## src/rtl/pieb_defs.vh

```
// offsets, field positions, implemented masks and reset values
`ifndef PIEB_DEFS_VH
`define PIEB_DEFS_VH

// register word offsets on the plain register port
`define PIEB_OFS_EN_G4 4'h0
`define PIEB_OFS_EN_G5 4'h1
`define PIEB_OFS_EN_G6 4'h2
`define PIEB_OFS_EN_G7 4'h3
`define PIEB_OFS_EN_G8 4'h4
`define PIEB_OFS_EN_G9 4'h5
`define PIEB_OFS_FLAG_G4 4'h6
`define PIEB_OFS_FLAG_G9 4'hb
`define PIEB_OFS_EVT_STATUS 4'hc
`define PIEB_OFS_EVT_MASK 4'hd
`define PIEB_OFS_PENDING 4'he
`define PIEB_OFS_ACTIVE_CNT 4'hf

// reset value of every enable register
`define PIEB_EN_RESET 8'h00

// implemented bit masks per enable register
`define PIEB_IMPL_G4 8'hef
`define PIEB_IMPL_G5 8'hff
`define PIEB_IMPL_G6 8'hff
`define PIEB_IMPL_G7 8'h3b
`define PIEB_IMPL_G8 8'hc0
`define PIEB_IMPL_G9 8'h0f

// group 4 bit positions
`define PIEB_LOGIC_CELL1_IRQ_EN 7
`define PIEB_WAVEFORM_GEN1_IRQ_EN 6
`define PIEB_NUM_OSC1_IRQ_EN 5
`define PIEB_CAPCOMP1_IRQ_EN 3
`define PIEB_TIMER2_IRQ_EN 2
`define PIEB_TIMER1_GATE_IRQ_EN 1
`define PIEB_TIMER1_IRQ_EN 0

// group 5 bit positions
`define PIEB_I2C_PORT2_TX_IRQ_EN 7
`define PIEB_I2C_PORT2_RX_IRQ_EN 6
`define PIEB_DMA_CH2_ABORT_IRQ_EN 5
`define PIEB_DMA_CH2_OVERRUN_IRQ_EN 4
`define PIEB_DMA_CH2_DEST_COUNT_IRQ_EN 3
`define PIEB_DMA_CH2_SRC_COUNT_IRQ_EN 2
`define PIEB_COMPARATOR2_IRQ_EN 1
`define PIEB_EXT_PIN1_IRQ_EN 0

// group 6 bit positions
`define PIEB_TIMER3_GATE_IRQ_EN 7
`define PIEB_TIMER3_IRQ_EN 6
`define PIEB_SERIAL2_IRQ_EN 5
`define PIEB_SERIAL2_FRAMING_IRQ_EN 4
`define PIEB_SERIAL2_TX_IRQ_EN 3
`define PIEB_SERIAL2_RX_IRQ_EN 2
`define PIEB_I2C_PORT2_ERROR_IRQ_EN 1
`define PIEB_I2C_PORT2_IRQ_EN 0

// group 7 bit positions
`define PIEB_EXT_PIN2_IRQ_EN 5
`define PIEB_LOGIC_CELL2_IRQ_EN 4
`define PIEB_WAVEFORM_GEN2_IRQ_EN 3
`define PIEB_CAPCOMP2_IRQ_EN 1
`define PIEB_TIMER4_IRQ_EN 0

// group 8 bit positions
`define PIEB_TIMER5_GATE_IRQ_EN 7
`define PIEB_TIMER5_IRQ_EN 6

// group 9 bit positions
`define PIEB_LOGIC_CELL3_IRQ_EN 3
`define PIEB_WAVEFORM_GEN3_IRQ_EN 2
`define PIEB_CAPCOMP3_IRQ_EN 1
`define PIEB_TIMER6_IRQ_EN 0

`endif

```

## src/rtl/pieb_bank.v

```verilog
// peripheral interrupt enable bank, groups four to nine
//
// Operation
// - group4: lc1,wg1,osc1,-,cc1,t2,t1g,t1
// - group5: i2c2 tx/rx, dma2 events, cmp2, pin1
// - group6: t3g,t3,ser2 gen/fe/tx/rx,i2c2 err/gen
// - group7: bits 7,6,2 absent; pin2,lc2,wg2,cc2,t4
// - group8: only t5 gate, t5 at 7,6
// - group9: bits 7-4 absent; lc3,wg3,cc3,t6
// - enable one passes source, zero blocks it
// - implemented bits read/write, reset to zero
// - unimplemented bits always read zero
// - source flags observed regardless of enables
//
// Design decisions made here: the register offsets and the strobed register port.
`timescale 1ns/1ps
`include "pieb_defs.vh"

module pieb_bank #(
  parameter AW = 4,
  parameter DW = 8
) (
  // clock and reset
  input wire mclk,
  input wire rst_n,
  // register port
  input wire [AW-1:0] reg_addr,
  input wire [DW-1:0] reg_wdata,
  input wire reg_wr,
  input wire reg_rd,
  output reg [DW-1:0] reg_rdata,
  // peripheral flag inputs
  input wire [7:0] flag_grp4,
  input wire [7:0] flag_grp5,
  input wire [7:0] flag_grp6,
  input wire [7:0] flag_grp7,
  input wire [7:0] flag_grp8,
  input wire [7:0] flag_grp9,
  // gated requests to priority and vectoring logic
  output wire [7:0] req_grp4,
  output wire [7:0] req_grp5,
  output wire [7:0] req_grp6,
  output wire [7:0] req_grp7,
  output wire [7:0] req_grp8,
  output wire [7:0] req_grp9,
  // summary interrupt
  output wire irq
);

  localparam NGRP = 6;
  localparam NSRC = NGRP * 8;

  // implemented masks, group 4 in the low byte
  localparam [NSRC-1:0] IMPL_ALL = {
    `PIEB_IMPL_G9, `PIEB_IMPL_G8, `PIEB_IMPL_G7,
    `PIEB_IMPL_G6, `PIEB_IMPL_G5, `PIEB_IMPL_G4
  };

  // enable register offsets, group 4 in the low field
  localparam [NGRP*AW-1:0] EN_OFS_ALL = {
    `PIEB_OFS_EN_G9, `PIEB_OFS_EN_G8, `PIEB_OFS_EN_G7,
    `PIEB_OFS_EN_G6, `PIEB_OFS_EN_G5, `PIEB_OFS_EN_G4
  };

  wire [NSRC-1:0] flag_all;
  wire [NSRC-1:0] en_all;
  wire [NSRC-1:0] next_req;
  reg [NSRC-1:0] req_all;
  wire [NGRP-1:0] en_wr;
  wire [NGRP-1:0] grp_pending;
  wire [NGRP-1:0] grp_new;
  reg [NGRP-1:0] evt_status;
  reg [NGRP-1:0] evt_mask;
  wire [NGRP-1:0] evt_clear;
  reg [DW-1:0] next_rdata;
  reg [5:0] active_cnt;
  reg [5:0] next_active_cnt;
  integer cnt_i;

  // flag packing, group 4 lowest
  assign flag_all[7:0] = flag_grp4;
  assign flag_all[15:8] = flag_grp5;
  assign flag_all[23:16] = flag_grp6;
  assign flag_all[31:24] = flag_grp7;
  assign flag_all[39:32] = flag_grp8;
  assign flag_all[47:40] = flag_grp9;

  // request unpacking
  assign req_grp4 = req_all[7:0];
  assign req_grp5 = req_all[15:8];
  assign req_grp6 = req_all[23:16];
  assign req_grp7 = req_all[31:24];
  assign req_grp8 = req_all[39:32];
  assign req_grp9 = req_all[47:40];

  // one enable register per group
  genvar g;
  generate
    for (g = 0; g < NGRP; g = g + 1) begin : grp
      assign en_wr[g] = reg_wr && (reg_addr == EN_OFS_ALL[g*AW +: AW]);
      pieb_enable_reg #(
        .WIDTH(8),
        .IMPL(IMPL_ALL[g*8 +: 8])
      ) u_en (
        .mclk(mclk),
        .rst_n(rst_n),
        .wr_en(en_wr[g]),
        .wr_data(reg_wdata[7:0]),
        .q(en_all[g*8 +: 8])
      );
      // new request appears in this group
      assign grp_new[g] = |(next_req[g*8 +: 8] & ~req_all[g*8 +: 8]);
      assign grp_pending[g] = |req_all[g*8 +: 8];
    end
  endgenerate

  // per-group views of the stored enables
  wire [7:0] en_g4 = en_all[7:0];
  wire [7:0] en_g5 = en_all[15:8];
  wire [7:0] en_g6 = en_all[23:16];
  wire [7:0] en_g7 = en_all[31:24];
  wire [7:0] en_g8 = en_all[39:32];
  wire [7:0] en_g9 = en_all[47:40];

  // named enable bits, one per interrupt source
  wire logic_cell1_irq_en;
  wire waveform_gen1_irq_en;
  wire num_osc1_irq_en;
  wire capcomp1_irq_en;
  wire timer2_irq_en;
  wire timer1_gate_irq_en;
  wire timer1_irq_en;
  wire i2c_port2_tx_irq_en;
  wire i2c_port2_rx_irq_en;
  wire dma_ch2_abort_irq_en;
  wire dma_ch2_overrun_irq_en;
  wire dma_ch2_dest_count_irq_en;
  wire dma_ch2_src_count_irq_en;
  wire comparator2_irq_en;
  wire ext_pin1_irq_en;
  wire timer3_gate_irq_en;
  wire timer3_irq_en;
  wire serial2_irq_en;
  wire serial2_framing_irq_en;
  wire serial2_tx_irq_en;
  wire serial2_rx_irq_en;
  wire i2c_port2_error_irq_en;
  wire i2c_port2_irq_en;
  wire ext_pin2_irq_en;
  wire logic_cell2_irq_en;
  wire waveform_gen2_irq_en;
  wire capcomp2_irq_en;
  wire timer4_irq_en;
  wire timer5_gate_irq_en;
  wire timer5_irq_en;
  wire logic_cell3_irq_en;
  wire waveform_gen3_irq_en;
  wire capcomp3_irq_en;
  wire timer6_irq_en;

  // group 4 fields
  assign logic_cell1_irq_en = en_g4[`PIEB_LOGIC_CELL1_IRQ_EN];
  assign waveform_gen1_irq_en = en_g4[`PIEB_WAVEFORM_GEN1_IRQ_EN];
  assign num_osc1_irq_en = en_g4[`PIEB_NUM_OSC1_IRQ_EN];
  assign capcomp1_irq_en = en_g4[`PIEB_CAPCOMP1_IRQ_EN];
  assign timer2_irq_en = en_g4[`PIEB_TIMER2_IRQ_EN];
  assign timer1_gate_irq_en = en_g4[`PIEB_TIMER1_GATE_IRQ_EN];
  assign timer1_irq_en = en_g4[`PIEB_TIMER1_IRQ_EN];
  // group 5 fields
  assign i2c_port2_tx_irq_en = en_g5[`PIEB_I2C_PORT2_TX_IRQ_EN];
  assign i2c_port2_rx_irq_en = en_g5[`PIEB_I2C_PORT2_RX_IRQ_EN];
  assign dma_ch2_abort_irq_en = en_g5[`PIEB_DMA_CH2_ABORT_IRQ_EN];
  assign dma_ch2_overrun_irq_en = en_g5[`PIEB_DMA_CH2_OVERRUN_IRQ_EN];
  assign dma_ch2_dest_count_irq_en = en_g5[`PIEB_DMA_CH2_DEST_COUNT_IRQ_EN];
  assign dma_ch2_src_count_irq_en = en_g5[`PIEB_DMA_CH2_SRC_COUNT_IRQ_EN];
  assign comparator2_irq_en = en_g5[`PIEB_COMPARATOR2_IRQ_EN];
  assign ext_pin1_irq_en = en_g5[`PIEB_EXT_PIN1_IRQ_EN];
  // group 6 fields
  assign timer3_gate_irq_en = en_g6[`PIEB_TIMER3_GATE_IRQ_EN];
  assign timer3_irq_en = en_g6[`PIEB_TIMER3_IRQ_EN];
  assign serial2_irq_en = en_g6[`PIEB_SERIAL2_IRQ_EN];
  assign serial2_framing_irq_en = en_g6[`PIEB_SERIAL2_FRAMING_IRQ_EN];
  assign serial2_tx_irq_en = en_g6[`PIEB_SERIAL2_TX_IRQ_EN];
  assign serial2_rx_irq_en = en_g6[`PIEB_SERIAL2_RX_IRQ_EN];
  assign i2c_port2_error_irq_en = en_g6[`PIEB_I2C_PORT2_ERROR_IRQ_EN];
  assign i2c_port2_irq_en = en_g6[`PIEB_I2C_PORT2_IRQ_EN];
  // group 7 fields
  assign ext_pin2_irq_en = en_g7[`PIEB_EXT_PIN2_IRQ_EN];
  assign logic_cell2_irq_en = en_g7[`PIEB_LOGIC_CELL2_IRQ_EN];
  assign waveform_gen2_irq_en = en_g7[`PIEB_WAVEFORM_GEN2_IRQ_EN];
  assign capcomp2_irq_en = en_g7[`PIEB_CAPCOMP2_IRQ_EN];
  assign timer4_irq_en = en_g7[`PIEB_TIMER4_IRQ_EN];
  // group 8 fields
  assign timer5_gate_irq_en = en_g8[`PIEB_TIMER5_GATE_IRQ_EN];
  assign timer5_irq_en = en_g8[`PIEB_TIMER5_IRQ_EN];
  // group 9 fields
  assign logic_cell3_irq_en = en_g9[`PIEB_LOGIC_CELL3_IRQ_EN];
  assign waveform_gen3_irq_en = en_g9[`PIEB_WAVEFORM_GEN3_IRQ_EN];
  assign capcomp3_irq_en = en_g9[`PIEB_CAPCOMP3_IRQ_EN];
  assign timer6_irq_en = en_g9[`PIEB_TIMER6_IRQ_EN];

  // read values rebuilt field by field; a position with no field
  // keeps the zero default, so it cannot read back a one
  reg [7:0] rd_g4;
  reg [7:0] rd_g5;
  reg [7:0] rd_g6;
  reg [7:0] rd_g7;
  reg [7:0] rd_g8;
  reg [7:0] rd_g9;

  always @* begin
    rd_g4 = 8'h00;
    rd_g4[`PIEB_LOGIC_CELL1_IRQ_EN] = logic_cell1_irq_en;
    rd_g4[`PIEB_WAVEFORM_GEN1_IRQ_EN] = waveform_gen1_irq_en;
    rd_g4[`PIEB_NUM_OSC1_IRQ_EN] = num_osc1_irq_en;
    rd_g4[`PIEB_CAPCOMP1_IRQ_EN] = capcomp1_irq_en;
    rd_g4[`PIEB_TIMER2_IRQ_EN] = timer2_irq_en;
    rd_g4[`PIEB_TIMER1_GATE_IRQ_EN] = timer1_gate_irq_en;
    rd_g4[`PIEB_TIMER1_IRQ_EN] = timer1_irq_en;
  end
  always @* begin
    rd_g5 = 8'h00;
    rd_g5[`PIEB_I2C_PORT2_TX_IRQ_EN] = i2c_port2_tx_irq_en;
    rd_g5[`PIEB_I2C_PORT2_RX_IRQ_EN] = i2c_port2_rx_irq_en;
    rd_g5[`PIEB_DMA_CH2_ABORT_IRQ_EN] = dma_ch2_abort_irq_en;
    rd_g5[`PIEB_DMA_CH2_OVERRUN_IRQ_EN] = dma_ch2_overrun_irq_en;
    rd_g5[`PIEB_DMA_CH2_DEST_COUNT_IRQ_EN] = dma_ch2_dest_count_irq_en;
    rd_g5[`PIEB_DMA_CH2_SRC_COUNT_IRQ_EN] = dma_ch2_src_count_irq_en;
    rd_g5[`PIEB_COMPARATOR2_IRQ_EN] = comparator2_irq_en;
    rd_g5[`PIEB_EXT_PIN1_IRQ_EN] = ext_pin1_irq_en;
  end
  always @* begin
    rd_g6 = 8'h00;
    rd_g6[`PIEB_TIMER3_GATE_IRQ_EN] = timer3_gate_irq_en;
    rd_g6[`PIEB_TIMER3_IRQ_EN] = timer3_irq_en;
    rd_g6[`PIEB_SERIAL2_IRQ_EN] = serial2_irq_en;
    rd_g6[`PIEB_SERIAL2_FRAMING_IRQ_EN] = serial2_framing_irq_en;
    rd_g6[`PIEB_SERIAL2_TX_IRQ_EN] = serial2_tx_irq_en;
    rd_g6[`PIEB_SERIAL2_RX_IRQ_EN] = serial2_rx_irq_en;
    rd_g6[`PIEB_I2C_PORT2_ERROR_IRQ_EN] = i2c_port2_error_irq_en;
    rd_g6[`PIEB_I2C_PORT2_IRQ_EN] = i2c_port2_irq_en;
  end
  always @* begin
    rd_g7 = 8'h00;
    rd_g7[`PIEB_EXT_PIN2_IRQ_EN] = ext_pin2_irq_en;
    rd_g7[`PIEB_LOGIC_CELL2_IRQ_EN] = logic_cell2_irq_en;
    rd_g7[`PIEB_WAVEFORM_GEN2_IRQ_EN] = waveform_gen2_irq_en;
    rd_g7[`PIEB_CAPCOMP2_IRQ_EN] = capcomp2_irq_en;
    rd_g7[`PIEB_TIMER4_IRQ_EN] = timer4_irq_en;
  end
  always @* begin
    rd_g8 = 8'h00;
    rd_g8[`PIEB_TIMER5_GATE_IRQ_EN] = timer5_gate_irq_en;
    rd_g8[`PIEB_TIMER5_IRQ_EN] = timer5_irq_en;
  end
  always @* begin
    rd_g9 = 8'h00;
    rd_g9[`PIEB_LOGIC_CELL3_IRQ_EN] = logic_cell3_irq_en;
    rd_g9[`PIEB_WAVEFORM_GEN3_IRQ_EN] = waveform_gen3_irq_en;
    rd_g9[`PIEB_CAPCOMP3_IRQ_EN] = capcomp3_irq_en;
    rd_g9[`PIEB_TIMER6_IRQ_EN] = timer6_irq_en;
  end

  // flag and enable both one, nothing else passes
  assign next_req = flag_all & en_all & IMPL_ALL;

  // requests leave from flip-flops; costs one cycle of latency
  always @(posedge mclk or negedge rst_n) begin
    if (!rst_n) begin
      req_all <= {NSRC{1'b0}};
    end else begin
      req_all <= next_req;
    end
  end

  // number of requests currently forwarded
  always @* begin
    next_active_cnt = 6'h00;
    for (cnt_i = 0; cnt_i < NSRC; cnt_i = cnt_i + 1) begin
      next_active_cnt = next_active_cnt + {5'h00, next_req[cnt_i]};
    end
  end

  always @(posedge mclk or negedge rst_n) begin
    if (!rst_n) begin
      active_cnt <= 6'h00;
    end else begin
      active_cnt <= next_active_cnt;
    end
  end

  // write-one-to-clear; a new event in the same cycle wins
  assign evt_clear = (reg_wr && reg_addr == `PIEB_OFS_EVT_STATUS) ?
    reg_wdata[NGRP-1:0] : {NGRP{1'b0}};

  always @(posedge mclk or negedge rst_n) begin
    if (!rst_n) begin
      evt_status <= {NGRP{1'b0}};
    end else begin
      evt_status <= (evt_status & ~evt_clear) | grp_new;
    end
  end

  always @(posedge mclk or negedge rst_n) begin
    if (!rst_n) begin
      evt_mask <= {NGRP{1'b0}};
    end else if (reg_wr && reg_addr == `PIEB_OFS_EVT_MASK) begin
      evt_mask <= reg_wdata[NGRP-1:0];
    end
  end

  assign irq = |(evt_status & evt_mask);

  // read mux; raw flags are shown whatever the enables hold
  always @* begin
    next_rdata = {DW{1'b0}};
    case (reg_addr)
      `PIEB_OFS_EN_G4: next_rdata[7:0] = rd_g4;
      `PIEB_OFS_EN_G5: next_rdata[7:0] = rd_g5;
      `PIEB_OFS_EN_G6: next_rdata[7:0] = rd_g6;
      `PIEB_OFS_EN_G7: next_rdata[7:0] = rd_g7;
      `PIEB_OFS_EN_G8: next_rdata[7:0] = rd_g8;
      `PIEB_OFS_EN_G9: next_rdata[7:0] = rd_g9;
      4'h6: next_rdata[7:0] = flag_all[7:0] & `PIEB_IMPL_G4;
      4'h7: next_rdata[7:0] = flag_all[15:8] & `PIEB_IMPL_G5;
      4'h8: next_rdata[7:0] = flag_all[23:16] & `PIEB_IMPL_G6;
      4'h9: next_rdata[7:0] = flag_all[31:24] & `PIEB_IMPL_G7;
      4'ha: next_rdata[7:0] = flag_all[39:32] & `PIEB_IMPL_G8;
      `PIEB_OFS_FLAG_G9: next_rdata[7:0] =
        flag_all[47:40] & `PIEB_IMPL_G9;
      `PIEB_OFS_EVT_STATUS: next_rdata[NGRP-1:0] = evt_status;
      `PIEB_OFS_EVT_MASK: next_rdata[NGRP-1:0] = evt_mask;
      `PIEB_OFS_PENDING: next_rdata[NGRP-1:0] = grp_pending;
      `PIEB_OFS_ACTIVE_CNT: next_rdata[5:0] = active_cnt;
      default: next_rdata = {DW{1'b0}};
    endcase
  end

  // data stands only in the cycle after the read strobe
  always @(posedge mclk or negedge rst_n) begin
    if (!rst_n) begin
      reg_rdata <= {DW{1'b0}};
    end else if (reg_rd) begin
      reg_rdata <= next_rdata;
    end else begin
      reg_rdata <= {DW{1'b0}};
    end
  end

endmodule

```

## src/rtl/pieb_enable_reg.v

```verilog
// one enable register with fixed-zero unimplemented positions
`timescale 1ns/1ps
`include "pieb_defs.vh"

module pieb_enable_reg #(
  parameter WIDTH = 8,
  parameter [WIDTH-1:0] IMPL = {WIDTH{1'b1}}
) (
  // clock and reset
  input wire mclk,
  input wire rst_n,
  // write side
  input wire wr_en,
  input wire [WIDTH-1:0] wr_data,
  // stored value
  output reg [WIDTH-1:0] q
);

  always @(posedge mclk or negedge rst_n) begin
    if (!rst_n) begin
      q <= `PIEB_EN_RESET;
    end else if (wr_en) begin
      // unimplemented positions never store, so they read back zero
      q <= wr_data & IMPL;
    end
  end

endmodule

```

## config.mk

```make
export PLATFORM = sky130hd
export DESIGN_NAME = pieb_bank
export DESIGN_NICKNAME = d
export VERILOG_FILES = /design/src/rtl/pieb_bank.v /design/src/rtl/pieb_enable_reg.v
export VERILOG_INCLUDE_DIRS = /design/src /design/src/rtl
export SDC_FILE = /design/constraint.sdc
export NUM_CORES = 1
export LEC_CHECK = 0
export ABC_AREA = 1
export BUFFER_PORTS_ARGS = -buffer_cell sky130_fd_sc_hd__buf_2
export CORE_MARGIN = 3
export CORE_UTILIZATION = 54
export DETAILED_ROUTE_END_ITERATION = 10
export HOLD_SLACK_MARGIN = 0.15
export PLACE_DENSITY = 0.8
export SLEW_MARGIN = 20
export SYNTH_ARGS = -nofsm -noshare
export SYNTH_HDL_FRONTEND = slang
export SYNTH_SLANG_ARGS = --single-unit
```

## constraint.sdc

```tcl
create_clock -name mclk -period 5.3 [get_ports mclk]
set_input_delay 1.06 -clock mclk [delete_from_list [all_inputs] [get_ports mclk]]
set_output_delay 1.06 -clock mclk [all_outputs]
set_load 0.05 [all_outputs]
```

Yosys cells after proc, flatten, opt, wreduce, memory -nomap -nowiden:

Cells that the tools add are included.

* flip-flop bits (word level): 94
* bits of input ports: 64
* output and inout bits: 57
* word-level logic and storage cells: 103

* $add $sub $neg: 33
* eq/ne operators: 15
* mux-type cells: 4
* bitwise gates (word level): 17
* reductions and logical operators: 23

Operator list (count)
* $add 6x1->6: 28
* $pmux 6 s15: 1
* $reduce_or 8->1: 8
* $and 44x44->44: 1
* $and 8x8->8: 4
* $eq 4x4->1 const B: 8
* $not 8->8: 4
* $eq 4x3->1 const B: 4
* $pmux 2 s8: 1
* $and 6x6->6: 2
* $and 4x8->8: 1
* $and 6x8->8: 1
* $eq 4x2->1 const B: 2
* $logic_and 1x1->1: 8
* $mux 8: 1
* $not 4->8: 1
* $not 6->8: 1
* $reduce_or 7->1: 1
* $add 5x1->6: 1
* $mux 6: 1
* $not 6->6: 1
* $or 6x6->6: 1
* $reduce_or 6->1: 1
* $add 4x1->5: 1
* other kinds (8): 9

Depth between registers and ports, before layout:

Gate-level depths: netlist of run 1.

* word-level depth: 34
* gate-level depth with buffers: 19
* mapped depth without buffers: 19

Modules after synthesis:

A second synthesis of run 1 with hierarchy kept.

* cell total of the unflattened synthesis: 708
* area total of the unflattened synthesis: 5446.5 um^2

Modules (own cells, without submodules)
* pieb_bank: instances 1, cells an instance 545, area an instance 4036.4 um^2, seq. area each 1501.4 um^2
* pieb_enable_reg at grp[1].u_en ...: instances 2, cells an instance 34, area an instance 305.3 um^2, seq. area each 200.2 um^2
* pieb_enable_reg at grp[0].u_en: instances 1, cells an instance 32, area an instance 280.3 um^2, seq. area each 175.2 um^2
* pieb_enable_reg at grp[3].u_en: instances 1, cells an instance 25, area an instance 211.5 um^2, seq. area each 125.1 um^2
* pieb_enable_reg at grp[5].u_en: instances 1, cells an instance 22, area an instance 182.7 um^2, seq. area each 100.1 um^2
* pieb_enable_reg at grp[4].u_en: instances 1, cells an instance 16, area an instance 125.1 um^2, seq. area each 50.0 um^2

Worst setup path after synthesis of run 1:

No wires, ideal clock.

* path kind: input to register
* from: input port flag_grp5[0]
* to: register active_cnt[4]
* library setup time: 0.128 ns
* data arrival time: 5.142 ns
* data required time: 5.172 ns
* setup slack: 0.030 ns
* cell stages on the path: 16
* buffers on the path: 0
* cell sequence: nand2_1 -> inv_1 -> fa_1 -> inv_1 -> fa_1 -> fa_1 -> fa_1 -> fa_1 -> inv_1 -> fa_1 -> ha_1 -> inv_1 -> fa_1 -> o21ai_0 -> a21oi_1 -> xor2_1

* word-level cells in the longest chain between the ends: 28

Ends and longest elaborated chain
* start, declared: RTL line pieb_bank.v:34 `input wire [7:0] flag_grp5,`
* $and 44x44->44: RTL line pieb_bank.v:265 `assign next_req = flag_all & en_all & IMPL_ALL;`
* named net next_req[8]: RTL line pieb_bank.v:67 `wire [NSRC-1:0] next_req;`
* $add 6x1->6 (27 in a row): RTL line pieb_bank.v:280 `next_active_cnt = next_active_cnt + {5'h00, next_req[cnt_i]};`
* named net next_active_cnt[4]: RTL line pieb_bank.v:77 `reg [5:0] next_active_cnt;`
* end signal, assigned: RTL line pieb_bank.v:288 `active_cnt <= next_active_cnt;`
* end, declared: RTL line pieb_bank.v:76 `reg [5:0] active_cnt;`

The timed path passes the listed nets, and every way through them passes these cells.
A chain may end at the register's enable or synchronous reset.

Final worst setup path of run 1:

Ends and elaborated chain as after synthesis.

==> flow_metrics.py, run 1 <==
metrics = {
    "power_and_ir_drop": {
        "switching_share": 0.4444,
        "comb_power_share": 0.493,
        "ir_worst_vdd_mv": 0.3374,
        "p_leak_nw": 3.634,
        "intPower_mw": 1.552,
        "finalPower_mw": 2.794,
        "powerDensity_nw_per_um2": 451.1,
        "p_sw_mw": 1.241,
        "pwr-share-seq": 0.337,
        "p_clk_frac": 0.170,
    },
    "synth": {
        "ys_types": 29,
        "ys_ff_latch": 94,
        "synth_cells": 648,
        "yosysWarningCount": 0,
        "ys_seq_area_frac": 0.4507,
        "netlist_area_um2": 5219,
        "synth_top_area_frac": 0.4507,
        "avgSynthCellArea_um2": 8.054,
        "yosys-top-cells-area": "dfrtp_1 45%, nand2_1 15%, fa_1 10%",
        "yosysTopAreaCell": "dfrtp_1",
    },
    "flow_run": {
        "drv_cap": 0,
    },
    "drt": {
        "wl_per_cell_um": 17.08,
        "drc": 0,
        "drt_pass1_iterations": 5,
        "drt_iter0_drc": 459,
        "via_count": 4763,
        "wl_um": 15560,
        "viasPerCell": 5.228,
        "drtAntennaViolNets": 0,
    },
    "timing": {
        "worst_pin_slew_ns": 0.9436,
        "fin_crit_ns": 5.155,
        "setup_viol": 0,
        "slew_headroom": 0.3686,
        "fin_skew_ns": 0.01438,
        "hold_viol_final": 0,
        "fin_hold_ws_ns": 0.5030,
        "rsz0062_at_grt": "no",
        "fmax_mhz": 194.0,
        "slew_violations": 0,
        "fin_crit_sh": 0.9727,
    },
    "cts": {
        "insertion_delay_ns": 0.37,
        "post_cts_buffers": 0,
        "h-tree-depth": 3,
        "clk_path_buf_depth": 2,
        "numCtsBuffers": 9,
        "clkSlewWorstSetupHoldPaths_ns": 0.10,
        "clock_sinks": 94,
        "root_buffer": "clkbuf_8",
        "cts_tree": "done",
    },
    "setup_path": {
        "path_common_cell": "fa_1",
        "slowest_stage": "fa_1",
        "crit_path_max_incr_delay_ns": 0.55,
        "crit_buf_inv": 5,
        "crit_arrival_ns": 5.41,
        "cp-start-kind": "primary input",
        "crit_fanout": 2,
        "end_kind": "flip-flop",
        "worstPathCellList": "buf_2, nand2_1, inv_1, fa_1, inv_1, fa_1, fa_1, fa_1, fa_1, inv_1, fa_1, ha_2, inv_1, fa_2, o21ai_2, a21oi_1, xor2_1",
        "path_class": "in -> reg",
        "cp_top_family": "adder cells",
        "required_ns": 5.55,
    },
    "global_route": {
        "met2_usage": 0.4608,
        "grt_usage": 0.2941,
        "grt.busiest_layer": "met2",
        "use_met3": 0.06207,
        "grt_first_pass_wirelength_um": 24720,
        "antenna_found_initial": 0,
        "grt_overflow": 0,
        "grt_max_degree": 58,
        "use_met1": 0.4061,
        "grt_pass1_vias": 4730,
    },
    "cells_and_area": {
        "layout-drive-gt1-share": 0.1982,
        "n_antenna_cell": 0,
        "layout.nets": 875,
        "area_growth_pct": 18.68,
    },
    "floorplanning": {
        "fp.coreArea_um2": 9328,
        "die_area_um2": 10880,
        "initial_core_util": 0.5595,
        "io_pins": 121,
        "die_w_um": 104.3,
        "die_h_um": 104.3,
        "placementRows": 35,
    },
    "placed_design": {
        "io_buffers": 92,
        "hpwlAfterDp_um": 12570,
        "finalWeightedCongestion": 0.9619,
    },
    "hold_path": {
        "min_path_type": "reg -> reg",
    },
    "status": {
        "status": "completed",
    },
}
registers in the layout (all words and copies together) (netlist names):
signal and count:
evt_mask 6, req_all 34, grp.u_en.q 34, evt_status 6, reg_rdata 8, active_cnt 6
per-stage QoR:
step / util / instance area, um^2 / cells / setup TNS [ns] / worst slack (ns)
finish: 0.6640 / 6193 / 911 / 0 / 0.1445
global route: 0.6640 / 6193 / 911 / 0 / 0.0006848
CTS: 0.6628 / 6182 / 911 / 0 / 0.01431
detailed placement: 0.6424 / 5992 / 895 / -0.7220 / -0.3556
global placement: 0.6424 / 5992 / 895 / -0.5317 / -0.3218
floorplan: - / 5268 / 661 / 0 / 0.02996
cells by family after synthesis:
kind of cell	share of synthesized area
AOI/OAI and AO/OA	0.08080
adders and majority gates	0.1189
and+or+nand+nor	0.2481
xor gates and xnor gates	0.003357
buffers and inverters	0.09734
other	0.0007186
DFF	0.4507
synth_stat cells:
cell      count
nand3_1      26
a221oi_1      1
o21ai_0      52
nor2_1       78
dfrtp_1      94
a21oi_1       6
inv_2         1
nand2_2       2
nor3b_1       1
conb_1        1
ha_1          8
nor2_4        2
nor3_1        2
nand2_1     205
nor2_2        4
o211ai_1      2
o221ai_1      1
xnor2_1       1
buf_6         2
nand2_4       1
inv_1        95
fa_1         26
nand4_1       1
nand3b_1      1
buf_4        14
o21ai_1       1
xor2_1        1
o22ai_1      15
buf_2         4
repair_timing:
item,4_1_cts,5_1_grt
hold buffers,0,0
resized for setup,0,5
endpoints found under the setup margin,0,1
metal layers:
layer	vias up	routed length [um]
met4	0	574
met5	-	0
li1	2232	-
met1	2254	6541
met3	40	1348
met2	237	7092
path summary, 6_finish.rpt:
check	to	slack (ns)	from	depth (start not counted)
hold / removal	evt_status[3]	0.50	req_all[29]	1
hold reg to reg	evt_status[3]	0.50	req_all[29]	1
min in group asynchronous	req_all[2]	0.63	rst_n	1
setup reg to reg	active_cnt[4]	0.53	grp[0].u_en.q[1]	16
max in group asynchronous	req_all[27]	3.58	rst_n	2
setup / recovery	active_cnt[4]	0.14	flag_grp5[0]	17
final cells by class:
| class | count | area, um^2 |
|---|---|---|
| clock buffer | 9 | 123.9 |
| clock inverter | 7 | 66.31 |
| fill | 823 | 3134 |
| inverter | 96 | 360.3 |
| multi-input combinational | 451 | 2419 |
| sequential | 94 | 2352 |
| tap | 129 | 161.4 |
| timing repair buffer | 125 | 710.7 |
power groups by stage:
| stage | clock [mW] | sequential, mW | combinational, mW |
|---|---|---|---|
| after floorplan | 0 | 1.05 | 0.814 |
| after global placement | 0 | 0.947 | 1.23 |
| after detailed placement | 0 | 0.951 | 1.32 |
| after CTS | 0.476 | 0.937 | 1.33 |
| after global routing | 0.502 | 0.955 | 1.55 |
| final | 0.475 | 0.941 | 1.38 |
placed cells by master (no fill, tap or decap), types with 4 or more instances in the layout:
master    Yosys  routed
clkbuf_8      0       9
o22ai_1      15      15
buf_4        14      34
buf_2         4      91
ha_1          8       7
inv_1        95      95
nor2_1       78      78
dfrtp_1      94      94
nand2_1     205     204
fa_1         26      25
nand3_1      26      26
o21ai_0      52      51
a21oi_1       6       6
nor2_2        4       4
conb_1        1      14
Power figures use the tool's default switching activity.
==> run 2, diff against run 1 <==
MAX_ROUTING_LAYER = met4   (was unset)
==> run 2 against run 1 <==
  * Sequential power about the same
  * Die area did not move
  * Cell count fell by 0.11%
  * Fmax is 0.44% higher
  * Critical path depth unchanged
  * Design area fell by 0.24%
  * Clock skew down 0.0014 ns
  * Combinational power hardly changed
  * Register-to-register slack gained 0.02 ns
  * Worst hold slack improved by 0.0069 ns
  * Largest cell class unchanged
  * Flip-flop and latch count did not move
==> flow_metrics.py, run 2 (synthesized netlist as in run 1, its figures left out) <==
metrics = {
    "cts": {
        "clkSlewWorstSetupHoldPaths_ns": 0.09,
        "cts_hold_buffers": 0,
        "h-tree-depth": 3,
        "insertion_delay_ns": 0.37,
        "clk_path_buf_depth": 2,
        "clock_sinks": 94,
        "root_buffer": "clkbuf_8",
        "numCtsBuffers": 9,
        "cts_tree": "done",
        "post_cts_buffers": 0,
    },
    "setup_path": {
        "path_class": "in -> reg",
        "crit_buf_inv": 5,
        "crit_path_max_incr_delay_ns": 0.57,
        "end_kind": "flip-flop",
        "crit_fanout": 2,
        "path_common_cell": "fa_1",
        "crit_arrival_ns": 5.38,
        "required_ns": 5.55,
        "cp-start-kind": "primary input",
        "slowest_stage": "fa_2",
        "worstPathCellList": "buf_2, nand2_1, inv_1, fa_1, inv_1, fa_2, fa_1, fa_1, fa_1, inv_1, fa_1, ha_2, inv_1, fa_2, o21ai_2, a21oi_1, xor2_1",
        "cp_top_family": "adder cells",
    },
    "drt": {
        "via_count": 4788,
        "drt_iter0_drc": 410,
        "wl_per_cell_um": 17.40,
        "drtAntennaViolNets": 0,
        "viasPerCell": 5.262,
        "drc": 0,
        "drt_pass1_iterations": 5,
        "wl_um": 15840,
    },
    "floorplanning": {
        "die_area_um2": 10880,
        "fp.coreArea_um2": 9328,
        "io_pins": 121,
        "initial_core_util": 0.5595,
        "die_w_um": 104.3,
        "die_h_um": 104.3,
        "placementRows": 35,
    },
    "power_and_ir_drop": {
        "powerDensity_nw_per_um2": 451.1,
        "p_leak_nw": 3.620,
        "ir_worst_vdd_mv": 0.4546,
    },
    "placed_design": {
        "io_buffers": 92,
        "finalWeightedCongestion": 0.9886,
        "placed_area_um2": 5984,
        "hpwlAfterDp_um": 12680,
        "dp_slack_ns": -0.4250,
    },
    "timing": {
        "fin_crit_sh": 0.9685,
        "fmax_mhz": 194.8,
        "fin_hold_ws_ns": 0.5099,
        "post-route-worst-setup-slack_ns": 0.1670,
        "setup_viol": 0,
        "fin_crit_ns": 5.133,
        "hold_viol_final": 0,
        "worst_pin_slew_ns": 0.9750,
        "slew_violations": 0,
        "rsz0062_at_grt": "no",
        "fin_skew_ns": 0.01294,
        "slew_headroom": 0.3476,
    },
    "hold_path": {
        "min_path_type": "reg -> reg",
    },
    "cells_and_area": {
        "reg.largest.list": "grp.u_en.q x34, req_all x34, reg_rdata x8",
        "n_antenna_cell": 0,
        "seq_area_um2": 2352,
        "multi_input_area_um2": 2426,
        "area_growth_pct": 18.39,
        "fin_area_um2": 6178,
        "final_cell_mix": "202 x nand2_1, 94 x dfrtp_1, 93 x inv_1, 91 x buf_2, 78 x nor2_1",
        "fill_cells": 817,
        "layout_commonest_cell": "nand2_1",
        "layout-drive-gt1-share": 0.2023,
        "layout.nets": 874,
    },
    "status": {
        "status": "completed",
    },
    "flow_run": {
        "drv_cap": 0,
    },
    "global_route": {
        "grt_max_degree": 51,
        "grt_pass1_vias": 4644,
        "grt_first_pass_wirelength_um": 24700,
        "grt_usage": 0.3067,
        "grt_overflow": 0,
        "antenna_found_initial": 0,
    },
}
[run 2: changes by cell type in the layout (fill, tap and decap cells not counted)]
cell	before	now
clkbuf_8	9	10
clkinv_2	0	2
buf_4	34	33
nand2_2	3	5
fa_1	25	24
inv_1	95	93
inv_2	1	3
clkinv_4	1	0
clkbuf_1	0	1
inv_8	3	0
nand2_1	204	202
fa_2	1	2
[run 2: worst reg2reg max path: stages, from the launching register on]
cell,delay [ns]
dfrtp_1,0.42
nand2_2,0.10
inv_2,0.05
fa_1,0.56
inv_1,0.06
fa_2,0.56
fa_1,0.44
fa_1,0.48
fa_1,0.50
inv_1,0.05
fa_1,0.49
ha_2,0.18
inv_1,0.05
fa_2,0.34
o21ai_2,0.13
a21oi_1,0.08
xor2_1,0.14
[run 2: worst paths after layout]
path | startpoint | to | slack (ns) | depth (start not counted)
setup / recovery | flag_grp5[2] | active_cnt[4] | 0.17 | 17
hold / removal | req_all[29] | evt_status[3] | 0.51 | 1
max in group asynchronous | rst_n | evt_mask[4] | 3.56 | 2
min in group asynchronous | rst_n | req_all[2] | 0.67 | 1
hold reg to reg | req_all[29] | evt_status[3] | 0.51 | 1
setup reg to reg | grp[0].u_en.q[0] | active_cnt[4] | 0.55 | 16
[run 2: timing repair]
item,4_1_cts,5_1_grt
resized for setup,4,6
setup endpoints to repair,1,1
pin swaps,4,5
hold endpoints to repair,0,0
[run 2: metal layers]
layer  part of all wire  vias to the layer above  GRT usage
li1                   -                     2224          -
met1               0.43                     2290     0.4250
met2               0.47                      246     0.4723
met3              0.082                       28    0.04035
met4              0.025                        0     0.1026
met5                  0                        -          -
[run 2: area by class of cell]
type,instances,share of cell area
Sequential cell,94,0.3807
Clock buffer,11,0.02288
Tap cell,129,0.02612
Multi-Input combinational cell,451,0.3927
Timing Repair Buffer,124,0.1138
Clock inverter,5,0.005468
Inverter,96,0.05832
[run 2: through the flow]
stage          power, mW  std cells  TNS [ns]  utilization
2_1_floorplan      1.865        661         0            -
5_1_grt            3.018        910         0       0.6624
6_report           2.787        910         0       0.6624
4_1_cts            2.747        910         0       0.6612
3_3_place_gp       2.179        894   -0.5269       0.6416
3_5_place_dp       2.257        894   -0.7881       0.6416
[run 2: power breakdown]
group          internal (mW)  switching, mW  total [mW]
clock network          0.184          0.263       0.446
registers              0.850         0.0920       0.942
logic                  0.534          0.865        1.40
total                   1.57           1.22        2.79
==> run 3, diff against run 2 <==
CORE_UTILIZATION = 45   (was 54)
PLACE_DENSITY = 0.71   (was 0.8)
clock period = 4.65 ns   (was 5.3 ns; I/O delays follow)
==> run 3 against run 2 <==
  * The run now ends with negative setup slack left
  * Non-clock buffer count grew 26
  * Via count rose by 0.81%
  * Global-route usage down 1.5 points
  * Core utilization down 6.5 points
  * Sequential power increased by 14%
  * Die area is 19% higher
  * Critical endpoint is now active_cnt[3]
==> flow_metrics.py, run 3 (synthesized netlist as in run 1, its figures left out) <==
metrics = {
    "status": {
        "status": "finished with violations",
        "violations": "negative setup slack",
    },
    "power_and_ir_drop": {
        "p_clk_frac": 0.191,
        "p_sw_mw": 1.575,
        "switching_share": 0.4241,
        "intPower_mw": 2.139,
        "ir_worst_vdd_mv": 0.5237,
        "p_leak_nw": 3.821,
        "powerDensity_nw_per_um2": 561.2,
        "comb_power_share": 0.520,
        "pwr-share-seq": 0.289,
    },
    "timing": {
        "worst_pin_slew_ns": 0.8962,
        "setup_viol": 5,
        "hold_viol_final": 0,
        "slew_violations": 0,
        "fin_crit_ns": 4.973,
        "slew_headroom": 0.4004,
        "fin_skew_ns": 0.006012,
        "rsz0062_at_grt": "yes",
        "fin_crit_sh": 1.069,
        "fmax_mhz": 201.1,
        "post-route-worst-setup-slack_ns": -0.3226,
    },
    "global_route": {
        "antenna_found_initial": 0,
        "grt_overflow": 0,
        "grt_max_degree": 49,
        "grt_pass1_vias": 4852,
        "grt_usage": 0.2915,
        "grt_first_pass_wirelength_um": 26850,
    },
    "setup_path": {
        "cp-start-kind": "primary input",
        "worstPathCellList": "buf_6, nand2_8, inv_4, fa_1, inv_1, fa_1, fa_1, fa_1, fa_1, inv_1, fa_1, ha_2, buf_4, buf_6, a21oi_4, nor2_2, buf_4, nor3_2, nor2_1",
        "path_class": "in -> reg",
        "crit_path_max_incr_delay_ns": 0.54,
        "required_ns": 4.88,
        "path_common_cell": "fa_1",
        "crit_fanout": 2,
        "end_kind": "flip-flop",
        "slowest_stage": "fa_1",
        "crit_arrival_ns": 5.20,
    },
    "cts": {
        "clk_path_buf_depth": 2,
        "clkSlewWorstSetupHoldPaths_ns": 0.07,
        "cts_tree": "done",
        "root_buffer": "clkbuf_16",
        "insertion_delay_ns": 0.35,
        "numCtsBuffers": 9,
        "clock_sinks": 94,
        "h-tree-depth": 3,
    },
    "cells_and_area": {
        "reg.largest.list": "grp.u_en.q x34, req_all x34, reg_rdata x8",
        "layout.nets": 900,
        "area_growth_pct": 26.80,
        "fin_area_um2": 6618,
        "final_cell_mix": "195 x nand2_1, 94 x dfrtp_1, 85 x inv_1, 85 x buf_2, 77 x nor2_1",
        "layout-drive-gt1-share": 0.2528,
        "n_antenna_cell": 0,
        "final_cells": 947,
        "layout_commonest_cell": "nand2_1",
    },
    "drt": {
        "via_count": 4827,
        "drt_pass1_iterations": 5,
        "wl_um": 17670,
        "wl_per_cell_um": 18.66,
        "viasPerCell": 5.097,
        "drtAntennaViolNets": 0,
        "drc": 0,
        "drt_iter0_drc": 448,
    },
    "floorplanning": {
        "die_h_um": 113.7,
        "placementRows": 38,
        "die_area_um2": 12930,
        "initial_core_util": 0.4711,
        "die_w_um": 113.7,
        "fp.coreArea_um2": 11080,
        "io_pins": 121,
    },
    "flow_run": {
        "drv_cap": 0,
    },
    "placed_design": {
        "placed_area_um2": 6152,
        "finalWeightedCongestion": 0.9575,
        "post-place-cells": 921,
        "io_buffers": 92,
        "hpwlAfterDp_um": 13870,
    },
    "hold_path": {
        "min_path_type": "reg -> reg",
    },
}
[run 3: layout make-up]
| class | count | area [um^2] |
|---|---|---|
| fill | 1022 | 4461 |
| multi-input combinational | 451 | 2506 |
| sequential | 94 | 2352 |
| timing repair buffer | 150 | 943.4 |
| inverter | 96 | 365.4 |
| clock buffer | 10 | 229.0 |
| tap | 140 | 175.2 |
| clock inverter | 6 | 46.29 |
[run 3: metrics by stage]
| stage | util | TNS [ns] | hold slack (ns) | setup WS [ns] | power (mW) |
|---|---|---|---|---|---|
| CTS | 0.5909 | -0.9662 | 0.5160 | -0.2827 | 3.529 |
| global route | 0.5974 | -1.709 | 0.5408 | -0.3967 | 3.981 |
| finish | 0.5974 | -1.271 | 0.5190 | -0.3226 | 3.713 |
| floorplan | - | -0.8468 | 0.4668 | -0.3579 | 2.166 |
| detailed placement | 0.5553 | -3.162 | 0.4975 | -0.7570 | 2.723 |
| global placement | 0.5553 | -2.723 | 0.4850 | -0.6723 | 2.632 |
[run 3: worst paths after layout]
kind | endpoint | from | cells after the start | slack (ns)
max | active_cnt[3] | flag_grp4[1] | 19 | -0.32
min | grp[2].u_en.q[3] | grp[2].u_en.q[3] | 2 | 0.52
max reg2reg | active_cnt[3] | grp[1].u_en.q[4] | 18 | -0.13
min reg2reg | grp[2].u_en.q[3] | grp[2].u_en.q[3] | 2 | 0.52
max in group asynchronous | grp[5].u_en.q[3] | rst_n | 2 | 3.02
min in group asynchronous | grp[2].u_en.q[5] | rst_n | 1 | 0.58
[run 3: critical path: cells and delay by family]
kind,cells,cell delay (ns)
AOI/OAI and AO/OA,1,0.12
adders and majority gates,7,3.13
buffers and inverters,7,0.62
and+or+nand+nor,4,0.38
[run 3: timing repair]
action                                  4_1_cts  5_1_grt
gates resized for setup                      21       13
endpoints found under the setup margin        5        5
endpoints found under the hold margin         0        0
pin swaps                                     7        8
buffers inserted                              7        3
hold buffers                                  0        0
[run 3: power groups by stage]
| stage | combinational (mW) | clock (mW) | sequential, mW |
|---|---|---|---|
| after floorplan | 0.965 | 0 | 1.20 |
| after global placement | 1.56 | 0 | 1.08 |
| after detailed placement | 1.64 | 0 | 1.08 |
| after CTS | 1.74 | 0.723 | 1.07 |
| after global routing | 2.14 | 0.757 | 1.09 |
| final | 1.93 | 0.710 | 1.07 |
[run 3: per-layer routing]
layer	vias up	track usage	part of all wire
li1	2286	-	-
met1	2300	0.3879	0.43
met2	215	0.4680	0.49
met3	26	0.04721	0.067
met4	0	0.07853	0.019
met5	-	-	0
